[src/design/free_run_line_timing_pkg.sv]
/*
 * Constants for the free-running line timing generator: register byte
 * offsets, field positions, mode codes, reset values and timing figures.
 * Assumes a 25 MHz system clock and a word-wide register port.
 */
package free_run_line_timing_pkg;
   localparam int CLK_HZ = 25_000_000;
   localparam int ADDR_W = 8;
   localparam int DATA_W = 32;
   localparam int CNT_W = 24;
   localparam int PIX_W = 16;

   localparam logic [7:0] MODE_OFS = 8'h00;
   localparam logic [7:0] CFG_OFS = 8'h04;
   localparam logic [7:0] LINE_ABS_OFS = 8'h08;
   localparam logic [7:0] LINE_RAW_OFS = 8'h0C;
   localparam logic [7:0] EXP_ABS_OFS = 8'h10;
   localparam logic [7:0] EXP_RAW_OFS = 8'h14;
   localparam logic [7:0] LINE_MIN_ABS_OFS = 8'h18;
   localparam logic [7:0] LINE_MIN_RAW_OFS = 8'h1C;
   localparam logic [7:0] ROI_LEN_OFS = 8'h20;
   localparam logic [7:0] SEG_PIX_OFS = 8'h24;
   localparam logic [7:0] STATUS_OFS = 8'h28;
   localparam logic [7:0] LINE_COUNT_OFS = 8'h2C;

   localparam logic [1:0] MODE_EDGE = 2'h0;
   localparam logic [1:0] MODE_PROG = 2'h1;

   localparam int CFG_AVG_LSB = 0;
   localparam int CFG_DUAL_BIT = 2;
   localparam int CFG_STAMP_BIT = 3;
   localparam int CFG_LINK80_BIT = 4;
   localparam int CFG_TAPS_LSB = 5;
   localparam logic [1:0] AVG_OFF = 2'h0;
   localparam logic [1:0] AVG_TWO = 2'h1;
   localparam logic [1:0] AVG_FOUR = 2'h2;

   localparam int ST_CTRL_BIT = 0;
   localparam int ST_INTEG_BIT = 1;
   localparam int ST_STRETCH_BIT = 2;
   localparam int ST_MODE_BIT = 3;

   localparam logic [CNT_W-1:0] LINE_RAW_RST = 24'h00_61A8;
   localparam logic [CNT_W-1:0] EXP_RAW_RST = 24'h00_09C4;
   localparam logic [PIX_W-1:0] ROI_LEN_RST = 16'h0800;
   localparam logic [PIX_W-1:0] SEG_PIX_RST = 16'h0800;

   // Fixed overhead added to every exposure, and the shortest high phase.
   localparam int EXP_OVH_NS = 1300;
   localparam int EXP_OVH_CYC = (EXP_OVH_NS * (CLK_HZ / 1_000_000) + 999) / 1000;
   localparam int CTRL_HIGH_NS = 100;
   localparam int CTRL_HIGH_CYC =
      (CTRL_HIGH_NS * (CLK_HZ / 1_000_000) + 999) / 1000;
   localparam int CYC_PER_US = CLK_HZ / 1_000_000;

   localparam int READOUT_HZ = 16_000_000;
   localparam int READOUT_OVH_PIX = 224;
   localparam int STAMP_PIX = 16;
   localparam int GAP_40 = 16;
   localparam int GAP_80 = 24;
   localparam int LINK_MHZ = 40;
   // Reciprocal of cycles per microsecond, scaled by 2**30.
   localparam longint US_RECIP = 64'd42949673;
   localparam int US_RECIP_SH = 30;
endpackage

[src/design/free_run_line_timing.sv]
/*
 * Free-running internal line timing generator with its register port.
 * Assumes a single 25 MHz clock, synchronous active-high reset and a
 * register master that reads data one cycle after its read strobe.
 */
// Strobed register access and the register offsets were chosen for this implementation.
`timescale 1ns/1ps
`default_nettype none

// Overview of operation
// - Lines run from internal signal, no trigger.
// - Signal built from line period, exposure.
// - Lines follow back to back, no pause.
// - Line rate is reciprocal of period.
// - Only edge and programmable variants exist.
// - Edge variant integrates whole period.
// - Edge variant ignores falling edge.
// - Rising edge starts acquisition and readout.
// - Programmable variant integrates while signal low.
// - Exposure setting sets low time.
// - Mode field selects active variant.
// - Line period written absolute or raw.
// - Exposure written absolute or raw.
// - Max rate is smallest of four limits.
// - Exposure limit is N times the sum of exposure and 1.3us.
// - Minimum period readable in its own field.
// - Averaging sets exposure count two or four.
// - Readout limit from segment pixels plus 224.
// - Line stamp adds sixteen pixels.
// - Link gap 16 at 40MHz, 24 at 80MHz.
module free_run_line_timing #(
   parameter longint PIX_RATE_HZ = 64'd64_000_000,
   parameter logic [23:0] LINE_RAW_DEFAULT =
      free_run_line_timing_pkg::LINE_RAW_RST,
   parameter logic [23:0] EXP_RAW_DEFAULT =
      free_run_line_timing_pkg::EXP_RAW_RST
) (
   input wire logic clk_i,
   input wire logic srst_i,
   input wire logic [free_run_line_timing_pkg::ADDR_W-1:0] addr_i,
   input wire logic [free_run_line_timing_pkg::DATA_W-1:0] wdata_i,
   input wire logic wr_i,
   input wire logic rd_i,
   output logic [free_run_line_timing_pkg::DATA_W-1:0] rdata_o,
   output logic line_ctrl_o,
   output logic line_start_o,
   output logic integrate_o
);
   import free_run_line_timing_pkg::*;

   typedef enum logic [1:0] {
      ST_HIGH = 2'b01,
      ST_LOW = 2'b10
   } phase_t;

   localparam longint PROC_SCALE =
      (64'(CLK_HZ) * 64'd65536 + PIX_RATE_HZ - 64'd1) / PIX_RATE_HZ;

   logic [1:0] mode_q;
   logic [1:0] avg_q;
   logic dual_q;
   logic stamp_q;
   logic link80_q;
   logic [1:0] taps_q;
   logic [CNT_W-1:0] line_raw_q;
   logic [CNT_W-1:0] exp_raw_q;
   logic [PIX_W-1:0] roi_len_q;
   logic [PIX_W-1:0] seg_pix_q;
   logic [CNT_W-1:0] min_q;
   logic [CNT_W-1:0] cnt_q;
   logic [CNT_W-1:0] per_q;
   logic [CNT_W-1:0] low_at_q;
   logic [1:0] act_mode_q;
   logic stretch_q;
   logic [31:0] line_count_q;
   phase_t phase_q;
   logic [DATA_W-1:0] rdata_q;

   logic [63:0] exp_lim;
   logic [63:0] rd_lim;
   logic [63:0] proc_lim;
   logic [63:0] tx_lim;
   logic [63:0] pix;
   logic [63:0] tx_pix;
   logic [63:0] lim_max;
   logic [CNT_W-1:0] eff_per;
   logic [CNT_W-1:0] eff_exp;
   logic [CNT_W-1:0] floor_per;
   logic period_end;
   logic [1:0] act_mode_d;
   logic ctrl_low_d;

   function automatic logic [CNT_W-1:0] us_to_cyc(input logic [31:0] us);
      logic [63:0] p;
      p = 64'(us) * 64'(CYC_PER_US);
      us_to_cyc = (p > 64'((1 << CNT_W) - 1)) ? {CNT_W{1'b1}} : p[CNT_W-1:0];
   endfunction

   function automatic logic [31:0] cyc_to_us(input logic [CNT_W-1:0] c,
                                            input logic up);
      logic [63:0] p;
      p = (64'(c) + (up ? 64'(CYC_PER_US - 1) : 64'd0)) * US_RECIP;
      cyc_to_us = 32'(p >> US_RECIP_SH);
   endfunction

   // Software settings.
   always_ff @(posedge clk_i) begin
      if (srst_i) begin
         mode_q <= MODE_EDGE;
         avg_q <= AVG_OFF;
         dual_q <= 1'b0;
         stamp_q <= 1'b0;
         link80_q <= 1'b0;
         taps_q <= 2'h0;
         line_raw_q <= LINE_RAW_DEFAULT;
         exp_raw_q <= EXP_RAW_DEFAULT;
         roi_len_q <= ROI_LEN_RST;
         seg_pix_q <= SEG_PIX_RST;
      end else if (wr_i) begin
         case (addr_i)
            MODE_OFS: begin
               if (wdata_i[1:0] == MODE_EDGE || wdata_i[1:0] == MODE_PROG) begin
                  mode_q <= wdata_i[1:0];
               end
            end
            CFG_OFS: begin
               if (wdata_i[CFG_AVG_LSB+:2] != 2'h3) begin
                  avg_q <= wdata_i[CFG_AVG_LSB+:2];
               end
               dual_q <= wdata_i[CFG_DUAL_BIT];
               stamp_q <= wdata_i[CFG_STAMP_BIT];
               link80_q <= wdata_i[CFG_LINK80_BIT];
               taps_q <= wdata_i[CFG_TAPS_LSB+:2];
            end
            LINE_ABS_OFS: line_raw_q <= us_to_cyc(wdata_i);
            LINE_RAW_OFS: line_raw_q <= wdata_i[CNT_W-1:0];
            EXP_ABS_OFS: exp_raw_q <= us_to_cyc(wdata_i);
            EXP_RAW_OFS: exp_raw_q <= wdata_i[CNT_W-1:0];
            ROI_LEN_OFS: roi_len_q <= wdata_i[PIX_W-1:0];
            SEG_PIX_OFS: seg_pix_q <= wdata_i[PIX_W-1:0];
            default: begin
            end
         endcase
      end
   end

   // Four line rate limits, each expressed as a least period in cycles.
   always_comb begin
      pix = 64'(roi_len_q) + (stamp_q ? 64'(STAMP_PIX) : 64'd0);
      exp_lim = (64'(exp_raw_q) + 64'(EXP_OVH_CYC))
         << ((avg_q == AVG_FOUR) ? 2 : (avg_q == AVG_TWO) ? 1 : 0);
      rd_lim = ((64'(seg_pix_q) + 64'(READOUT_OVH_PIX)) * 64'(CYC_PER_US)
         + 64'((READOUT_HZ / 1_000_000) * (dual_q ? 2 : 1) - 1))
         >> (dual_q ? 5 : 4);
      proc_lim = (pix * PROC_SCALE + 64'd65535) >> 16;
      tx_pix = (64'(link80_q ? GAP_80 : GAP_40) << taps_q) + pix;
      // Link period per pixel clock is 25/40 = 5/8 of a system cycle.
      tx_lim = (tx_pix * 64'd5 + ((64'd8 << taps_q) << link80_q) - 64'd1)
         >> (3 + 32'(taps_q) + 32'(link80_q));
      lim_max = exp_lim;
      if (rd_lim > lim_max) begin
         lim_max = rd_lim;
      end
      if (proc_lim > lim_max) begin
         lim_max = proc_lim;
      end
      if (tx_lim > lim_max) begin
         lim_max = tx_lim;
      end
   end

   always_ff @(posedge clk_i) begin
      if (srst_i) begin
         min_q <= LINE_RAW_RST;
      end else if (lim_max > 64'((1 << CNT_W) - 1)) begin
         min_q <= {CNT_W{1'b1}};
      end else begin
         min_q <= lim_max[CNT_W-1:0];
      end
   end

   // Period actually used: programmed value, stretched where too short.
   always_comb begin
      floor_per = CNT_W'(CTRL_HIGH_CYC + 1);
      eff_per = line_raw_q;
      if (min_q > eff_per) begin
         eff_per = min_q;
      end
      if (floor_per > eff_per) begin
         eff_per = floor_per;
      end
      eff_exp = exp_raw_q;
      if (eff_exp > eff_per - CNT_W'(CTRL_HIGH_CYC)) begin
         eff_exp = eff_per - CNT_W'(CTRL_HIGH_CYC);
      end
   end

   assign period_end = (cnt_q >= per_q - CNT_W'(1));

   // Period counter; it wraps to zero at the end of each line.
   always_ff @(posedge clk_i) begin
      if (srst_i) begin
         cnt_q <= '0;
      end else if (period_end) begin
         cnt_q <= '0;
      end else begin
         cnt_q <= cnt_q + CNT_W'(1);
      end
   end

   // Line settings are taken only when a new line begins.
   always_ff @(posedge clk_i) begin
      if (srst_i) begin
         per_q <= LINE_RAW_RST;
         act_mode_q <= MODE_EDGE;
      end else if (period_end) begin
         per_q <= eff_per;
         act_mode_q <= mode_q;
      end
   end

   // Count at which the control signal falls within the line.
   always_ff @(posedge clk_i) begin
      if (srst_i) begin
         low_at_q <= CNT_W'(CTRL_HIGH_CYC);
      end else if (period_end) begin
         if (mode_q == MODE_PROG) begin
            low_at_q <= eff_per - eff_exp;
         end else begin
            low_at_q <= CNT_W'(CTRL_HIGH_CYC);
         end
      end
   end

   // Marks a line whose period was stretched to the minimum.
   always_ff @(posedge clk_i) begin
      if (srst_i) begin
         stretch_q <= 1'b0;
      end else if (period_end) begin
         stretch_q <= (min_q > line_raw_q);
      end
   end

   // Control signal phase: high from the rising edge, low until period end.
   always_ff @(posedge clk_i) begin
      if (srst_i) begin
         phase_q <= ST_LOW;
      end else begin
         case (phase_q)
            ST_HIGH: begin
               if (period_end) begin
                  phase_q <= ST_HIGH;
               end else if (cnt_q + CNT_W'(1) >= low_at_q) begin
                  phase_q <= ST_LOW;
               end
            end
            ST_LOW: begin
               if (period_end) begin
                  phase_q <= ST_HIGH;
               end
            end
            default: phase_q <= ST_LOW;
         endcase
      end
   end

   // Line start pulse, high in the first cycle of each line.
   always_ff @(posedge clk_i) begin
      if (srst_i) begin
         line_start_o <= 1'b0;
      end else begin
         line_start_o <= period_end;
      end
   end

   // Number of lines started since reset.
   always_ff @(posedge clk_i) begin
      if (srst_i) begin
         line_count_q <= '0;
      end else if (period_end) begin
         line_count_q <= line_count_q + 32'd1;
      end
   end

   // Mode and low phase of the next cycle, so integration lines up with it.
   assign act_mode_d = period_end ? mode_q : act_mode_q;
   assign ctrl_low_d = !period_end &&
      (phase_q == ST_LOW || cnt_q + CNT_W'(1) >= low_at_q);

   // Integration level: held high in edge mode, else registered from the next cycle's control phase.
   always_ff @(posedge clk_i) begin
      if (srst_i) begin
         integrate_o <= 1'b0;
      end else if (act_mode_d == MODE_EDGE) begin
         integrate_o <= 1'b1;
      end else begin
         integrate_o <= ctrl_low_d;
      end
   end

   assign line_ctrl_o = (phase_q == ST_HIGH);

   // Read data, valid in the cycle after the read strobe.
   always_ff @(posedge clk_i) begin
      if (srst_i) begin
         rdata_q <= '0;
      end else if (rd_i) begin
         case (addr_i)
            MODE_OFS: rdata_q <= {30'h0, mode_q};
            CFG_OFS: rdata_q <= {25'h0, taps_q, link80_q, stamp_q, dual_q,
                                 avg_q};
            LINE_ABS_OFS: rdata_q <= cyc_to_us(line_raw_q, 1'b0);
            LINE_RAW_OFS: rdata_q <= 32'(line_raw_q);
            EXP_ABS_OFS: rdata_q <= cyc_to_us(exp_raw_q, 1'b0);
            EXP_RAW_OFS: rdata_q <= 32'(exp_raw_q);
            LINE_MIN_ABS_OFS: rdata_q <= cyc_to_us(min_q, 1'b1);
            LINE_MIN_RAW_OFS: rdata_q <= 32'(min_q);
            ROI_LEN_OFS: rdata_q <= 32'(roi_len_q);
            SEG_PIX_OFS: rdata_q <= 32'(seg_pix_q);
            STATUS_OFS: begin
               rdata_q <= '0;
               rdata_q[ST_CTRL_BIT] <= line_ctrl_o;
               rdata_q[ST_INTEG_BIT] <= integrate_o;
               rdata_q[ST_STRETCH_BIT] <= stretch_q;
               rdata_q[ST_MODE_BIT] <= act_mode_q[0];
            end
            LINE_COUNT_OFS: rdata_q <= line_count_q;
            default: rdata_q <= '0;
         endcase
      end else begin
         rdata_q <= '0;
      end
   end

   assign rdata_o = rdata_q;
endmodule // free_run_line_timing

`default_nettype wire

[config.mk]
export PLATFORM = sky130hd
export DESIGN_NAME = free_run_line_timing
export DESIGN_NICKNAME = d
export VERILOG_FILES = /design/src/design/free_run_line_timing_pkg.sv /design/src/design/free_run_line_timing.sv
export SDC_FILE = /design/constraint.sdc
export NUM_CORES = 2
export LEC_CHECK = 0
export BUFFER_PORTS_ARGS = -buffer_cell sky130_fd_sc_hd__buf_4
export CELL_PAD_IN_SITES_DETAIL_PLACEMENT = 1
export CELL_PAD_IN_SITES_GLOBAL_PLACEMENT = 2
export CORE_MARGIN = 1.5
export CORE_UTILIZATION = 46
export DETAILED_ROUTE_END_ITERATION = 12
export GPL_TIMING_DRIVEN = 1
export PLACE_DENSITY_LB_ADDON = 0.1
export SLEW_MARGIN = 0
export SYNTH_ARGS = -nofsm -noshare
export SYNTH_HDL_FRONTEND = slang
export SYNTH_SLANG_ARGS = --single-unit
[constraint.sdc]
create_clock -name clk_i -period 34.9 [get_ports clk_i]
set_input_delay 3.49 -clock clk_i [delete_from_list [all_inputs] [get_ports clk_i]]
set_output_delay 3.49 -clock clk_i [all_outputs]
set_load 0.01 [all_outputs]
==> impl_metrics.yaml <==
run_status:
  outcome: "complete, no violations"
logic_synthesis:
  syn_area_per_cell_um2: 8.700
  synth_compound_gate_area_share_pct: 13.43
  postSynthNetCount: 8845
  synthesis.area_mm2: 0.05977
  synth-simple-area-share_pct: 11.78
  muxShareOfSynthArea_pct: 2.192
  synth_top_family_by_area: "adder cells"
  yosys_cell_types: 93
  synth_xor_xnor_area_share_pct: 4.923
  postSynth.asyncResetShare_pct: 0
  synth-seq-area-share_pct: 8.574
  synth_warnings: 0
  synthAdderAreaFrac_pct: 49.10
  yosys_most_used_dff: "sky130_fd_sc_hd__dfxtp_1"
  netlist_instances: 6871
  ys_ff_latch: 256
  synth_edf_count: 0
sta:
  rsz_0062_raised_after_global_routing: "no"
  finalMaxSlewViolations: 0
  worst_clock_skew_ns: 0.05743
  min_period_ns: 14.03
  setup_viol: 0
  timing.slew.headroom_pct: 18.85
  achievable-frequency_mhz: 71.28
  fin_setup_tns_ns: 0
  measured_slew_at_the_worst_slew_check_pin_ns: 1.217
  worst_slack_ns: 20.87
  final_min_period_over_clock_period_pct: 40.20
  finalHoldViolations: 0
worst_setup_path:
  critical_path.endpoint_type: "flop"
  cpMaxStageDelayCell: "sky130_fd_sc_hd__o21ba_1"
  worst_setup_path_startpoint: "seg_pix_q[5]$_SDFFE_PP0P_"
  r2r_cell_count: 50
  timing.rr.start: "seg_pix_q[5]$_SDFFE_PP0P_"
  timing.critical_path.mode_cell: "sky130_fd_sc_hd__ha_1"
  crit_path_max_fanout: 17
  ff2ff_setup_slack_ns: 20.87
  required_arrival_time_at_the_worst_endpoint_ns: 35.39
  path_class: "reg -> reg"
  crit_end: "min_q[10]$_SDFF_PP0_"
  cp-start-kind: "flop"
  timing.critical_path.slowest_cell_delay_ns: 0.88
  worst_ep_arrival_time_ns: 14.52
  crit-reg2reg-capture: "min_q[10]$_SDFF_PP0_"
finish:
  area.growth.synth_to_final_pct: 7.228
  drive_above_1_share_pct: 5.181
  fin_util_pct: 49.63
  num-nets-final: 8916
detailed_routing:
  route.detailed.drc: 0
  drt_first_pass_iters: 5
  avgViaCountPerCell: 5.747
  wl_um: 220400
  drtIter0Drc: 3069
  postRouteAntennaNets: 0
  route.detailed.wl_per_inst_um: 25.30
  via_count: 50070
global_routing:
  grt_antenna_before_repair: 22
  globalRouteTotalUtil_pct: 33.56
  met1_track_demand_over_resource_pct: 44.18
  grt_remaining_overflow: 0
  grt_use_met3_pct: 5.416
  grt_pass1_vias: 53620
  grt_most_used_layer: "met2"
  grtUsageMet2_pct: 55.65
  grt_start_max_net_pins: 76
  grt_pass1_wl_um: 332900
clock_network:
  post_cts_resize_count: 0
  ctsHoldBuffers: 0
  cts_max_path_buffers: 3
  cts-buffers-inserted: 36
  numClockSinks: 256
  cts-root-buf: "sky130_fd_sc_hd__clkbuf_16"
  clock_latency_ns: 0.62
  post_cts_buffers: 0
  tritoncts: "done"
  h-tree-depth: 2
  cts.reportedPaths.clkPinSlew_ns: 0.07
die:
  fp-row-count: 132
  initial_utilization_pct: 46.28
  die_area_mm2: 0.1321
  design.core.area_mm2: 0.1292
  die_width_um: 363.5
  die_height_um: 363.5
  ios: 79
pwr:
  power_leakage_nw: 33.46
  peakVddDrop_mv: 0.2870
  power_density_mw_per_mm2: 91.53
placement:
  number_of_port_buffers: 78
  detailedPlace.worstSlack_ns: 21.16
  place.gp.congestion: 1.032
  detailedPlacementHpwl_um: 188800
hold_path:
  min_delay_path_depth: 2
  worstHoldPathType: "reg -> reg"
flow_run:
  max-cap-violations: 0
==> metal layers <==
layer	share of wire [%]	vias to the layer above
li1	-	23200
met1	44	25270
met2	46	1266
met3	6.3	325
met4	3.9	8
met5	0.019	-
==> worst min-delay path by stage <==
stage | startpoint | end | slack [ns]
after CTS | low_at_q[3]$_SDFFE_PP0P_ | low_at_q[3]$_SDFFE_PP0P_ | 0.48
after global routing | low_at_q[3]$_SDFFE_PP0P_ | low_at_q[3]$_SDFFE_PP0P_ | 0.50
after global placement | low_at_q[3]$_SDFFE_PP0P_ | low_at_q[3]$_SDFFE_PP0P_ | 0.45
after detailed placement | low_at_q[3]$_SDFFE_PP0P_ | low_at_q[3]$_SDFFE_PP0P_ | 0.46
after floorplan | low_at_q[3]$_SDFFE_PP0P_ | low_at_q[3]$_SDFFE_PP0P_ | 0.42
final | low_at_q[3]$_SDFFE_PP0P_ | low_at_q[3]$_SDFFE_PP0P_ | 0.47
==> kinds of logic after synthesis <==
group,count (synthesis)
AOI/OAI and AO/OA,1203
xor gates and xnor gates,336
adders and majority gates,1930
buffers and inverters,1584
DFF,256
muxes,122
other,1
and+or+nand+nor,1439
==> through the flow <==
step                power [mW]  hold WS, ns  std cells  cell area, um2
global route             6.535       0.5042       8710           64090
CTS                      5.951       0.4766       8709           64080
global placement         5.377       0.4515       8645           62850
detailed placement       5.502       0.4633       8645           62850
floorplan                3.904       0.4198       6871           59770
finish                   5.867       0.4678       8712           64100
==> synthesized netlist by cell type (92+ instances only) <==
master                     count  area share [%]
sky130_fd_sc_hd__nand3_1     142             1.2
sky130_fd_sc_hd__a211oi_1     92             1.2
sky130_fd_sc_hd__fa_1        693              23
sky130_fd_sc_hd__xnor2_1     198             2.9
sky130_fd_sc_hd__nor2_1      379             2.4
sky130_fd_sc_hd__inv_1      1418             8.9
sky130_fd_sc_hd__o21ai_0     195             1.6
sky130_fd_sc_hd__clkbuf_1    150            0.94
sky130_fd_sc_hd__nand2_1     349             2.2
sky130_fd_sc_hd__ha_1       1237              26
sky130_fd_sc_hd__a21o_1      126             1.6
sky130_fd_sc_hd__nor3_1      111            0.93
sky130_fd_sc_hd__xor2_1      138             2.0
sky130_fd_sc_hd__a21oi_1     332             2.8
sky130_fd_sc_hd__dfxtp_1     256             8.6
==> sequential cells by signal, indices dropped and copies added (netlist names), 16 cells and up <==
| register | flops |
|---|---|
| low_at_q | 24 |
| rdata_o | 32 |
| exp_raw_q | 24 |
| per_q | 24 |
| cnt_q | 24 |
| roi_len_q | 16 |
| line_raw_q | 24 |
| min_q | 24 |
| line_count_q | 32 |
| seg_pix_q | 16 |
==> report_power, final <==
part           switching, mW  internal (mW)
combinational           3.09           2.07
sequential            0.0162          0.298
clock                  0.162          0.235
total                   3.27           2.60
==> area by class of cell <==
type	instances	area [um2]
Antenna cell	2	5.005
Clock buffer	48	1006
Clock inverter	16	231.5
Fill cell	15400	65060
Inverter	1419	5326
Multi-Input combinational cell	5031	48730
Sequential cell	256	5125
Tap cell	1742	2180
Timing Repair Buffer	198	1490
==> worst max-delay path, delay by kind of cell (launching register included) <==
kind                     cells  cell delay [ns]
AO/OA/AOI/OAI               17             5.31
XOR/XNOR                     1             0.24
adder cells (fa/ha/maj)      8             2.58
buffers and inverters        8             1.04
flip-flops                   1             0.41
multiplexers                 1             0.33
AND/OR/NAND/NOR             15             3.99
==> cells in the final DEF, fill, tap and decap left out, drive strengths merged, types with 197 or more instances in the layout <==
master | netlist | final
a21oi | 332 | 332
buf | 14 | 197
inv | 1418 | 1423
xnor2 | 198 | 198
nor2 | 379 | 379
ha | 1237 | 1237
nand2 | 349 | 349
dfxtp | 256 | 256
fa | 693 | 693
o21ai | 198 | 198
(Power assumes the default switching activity.)
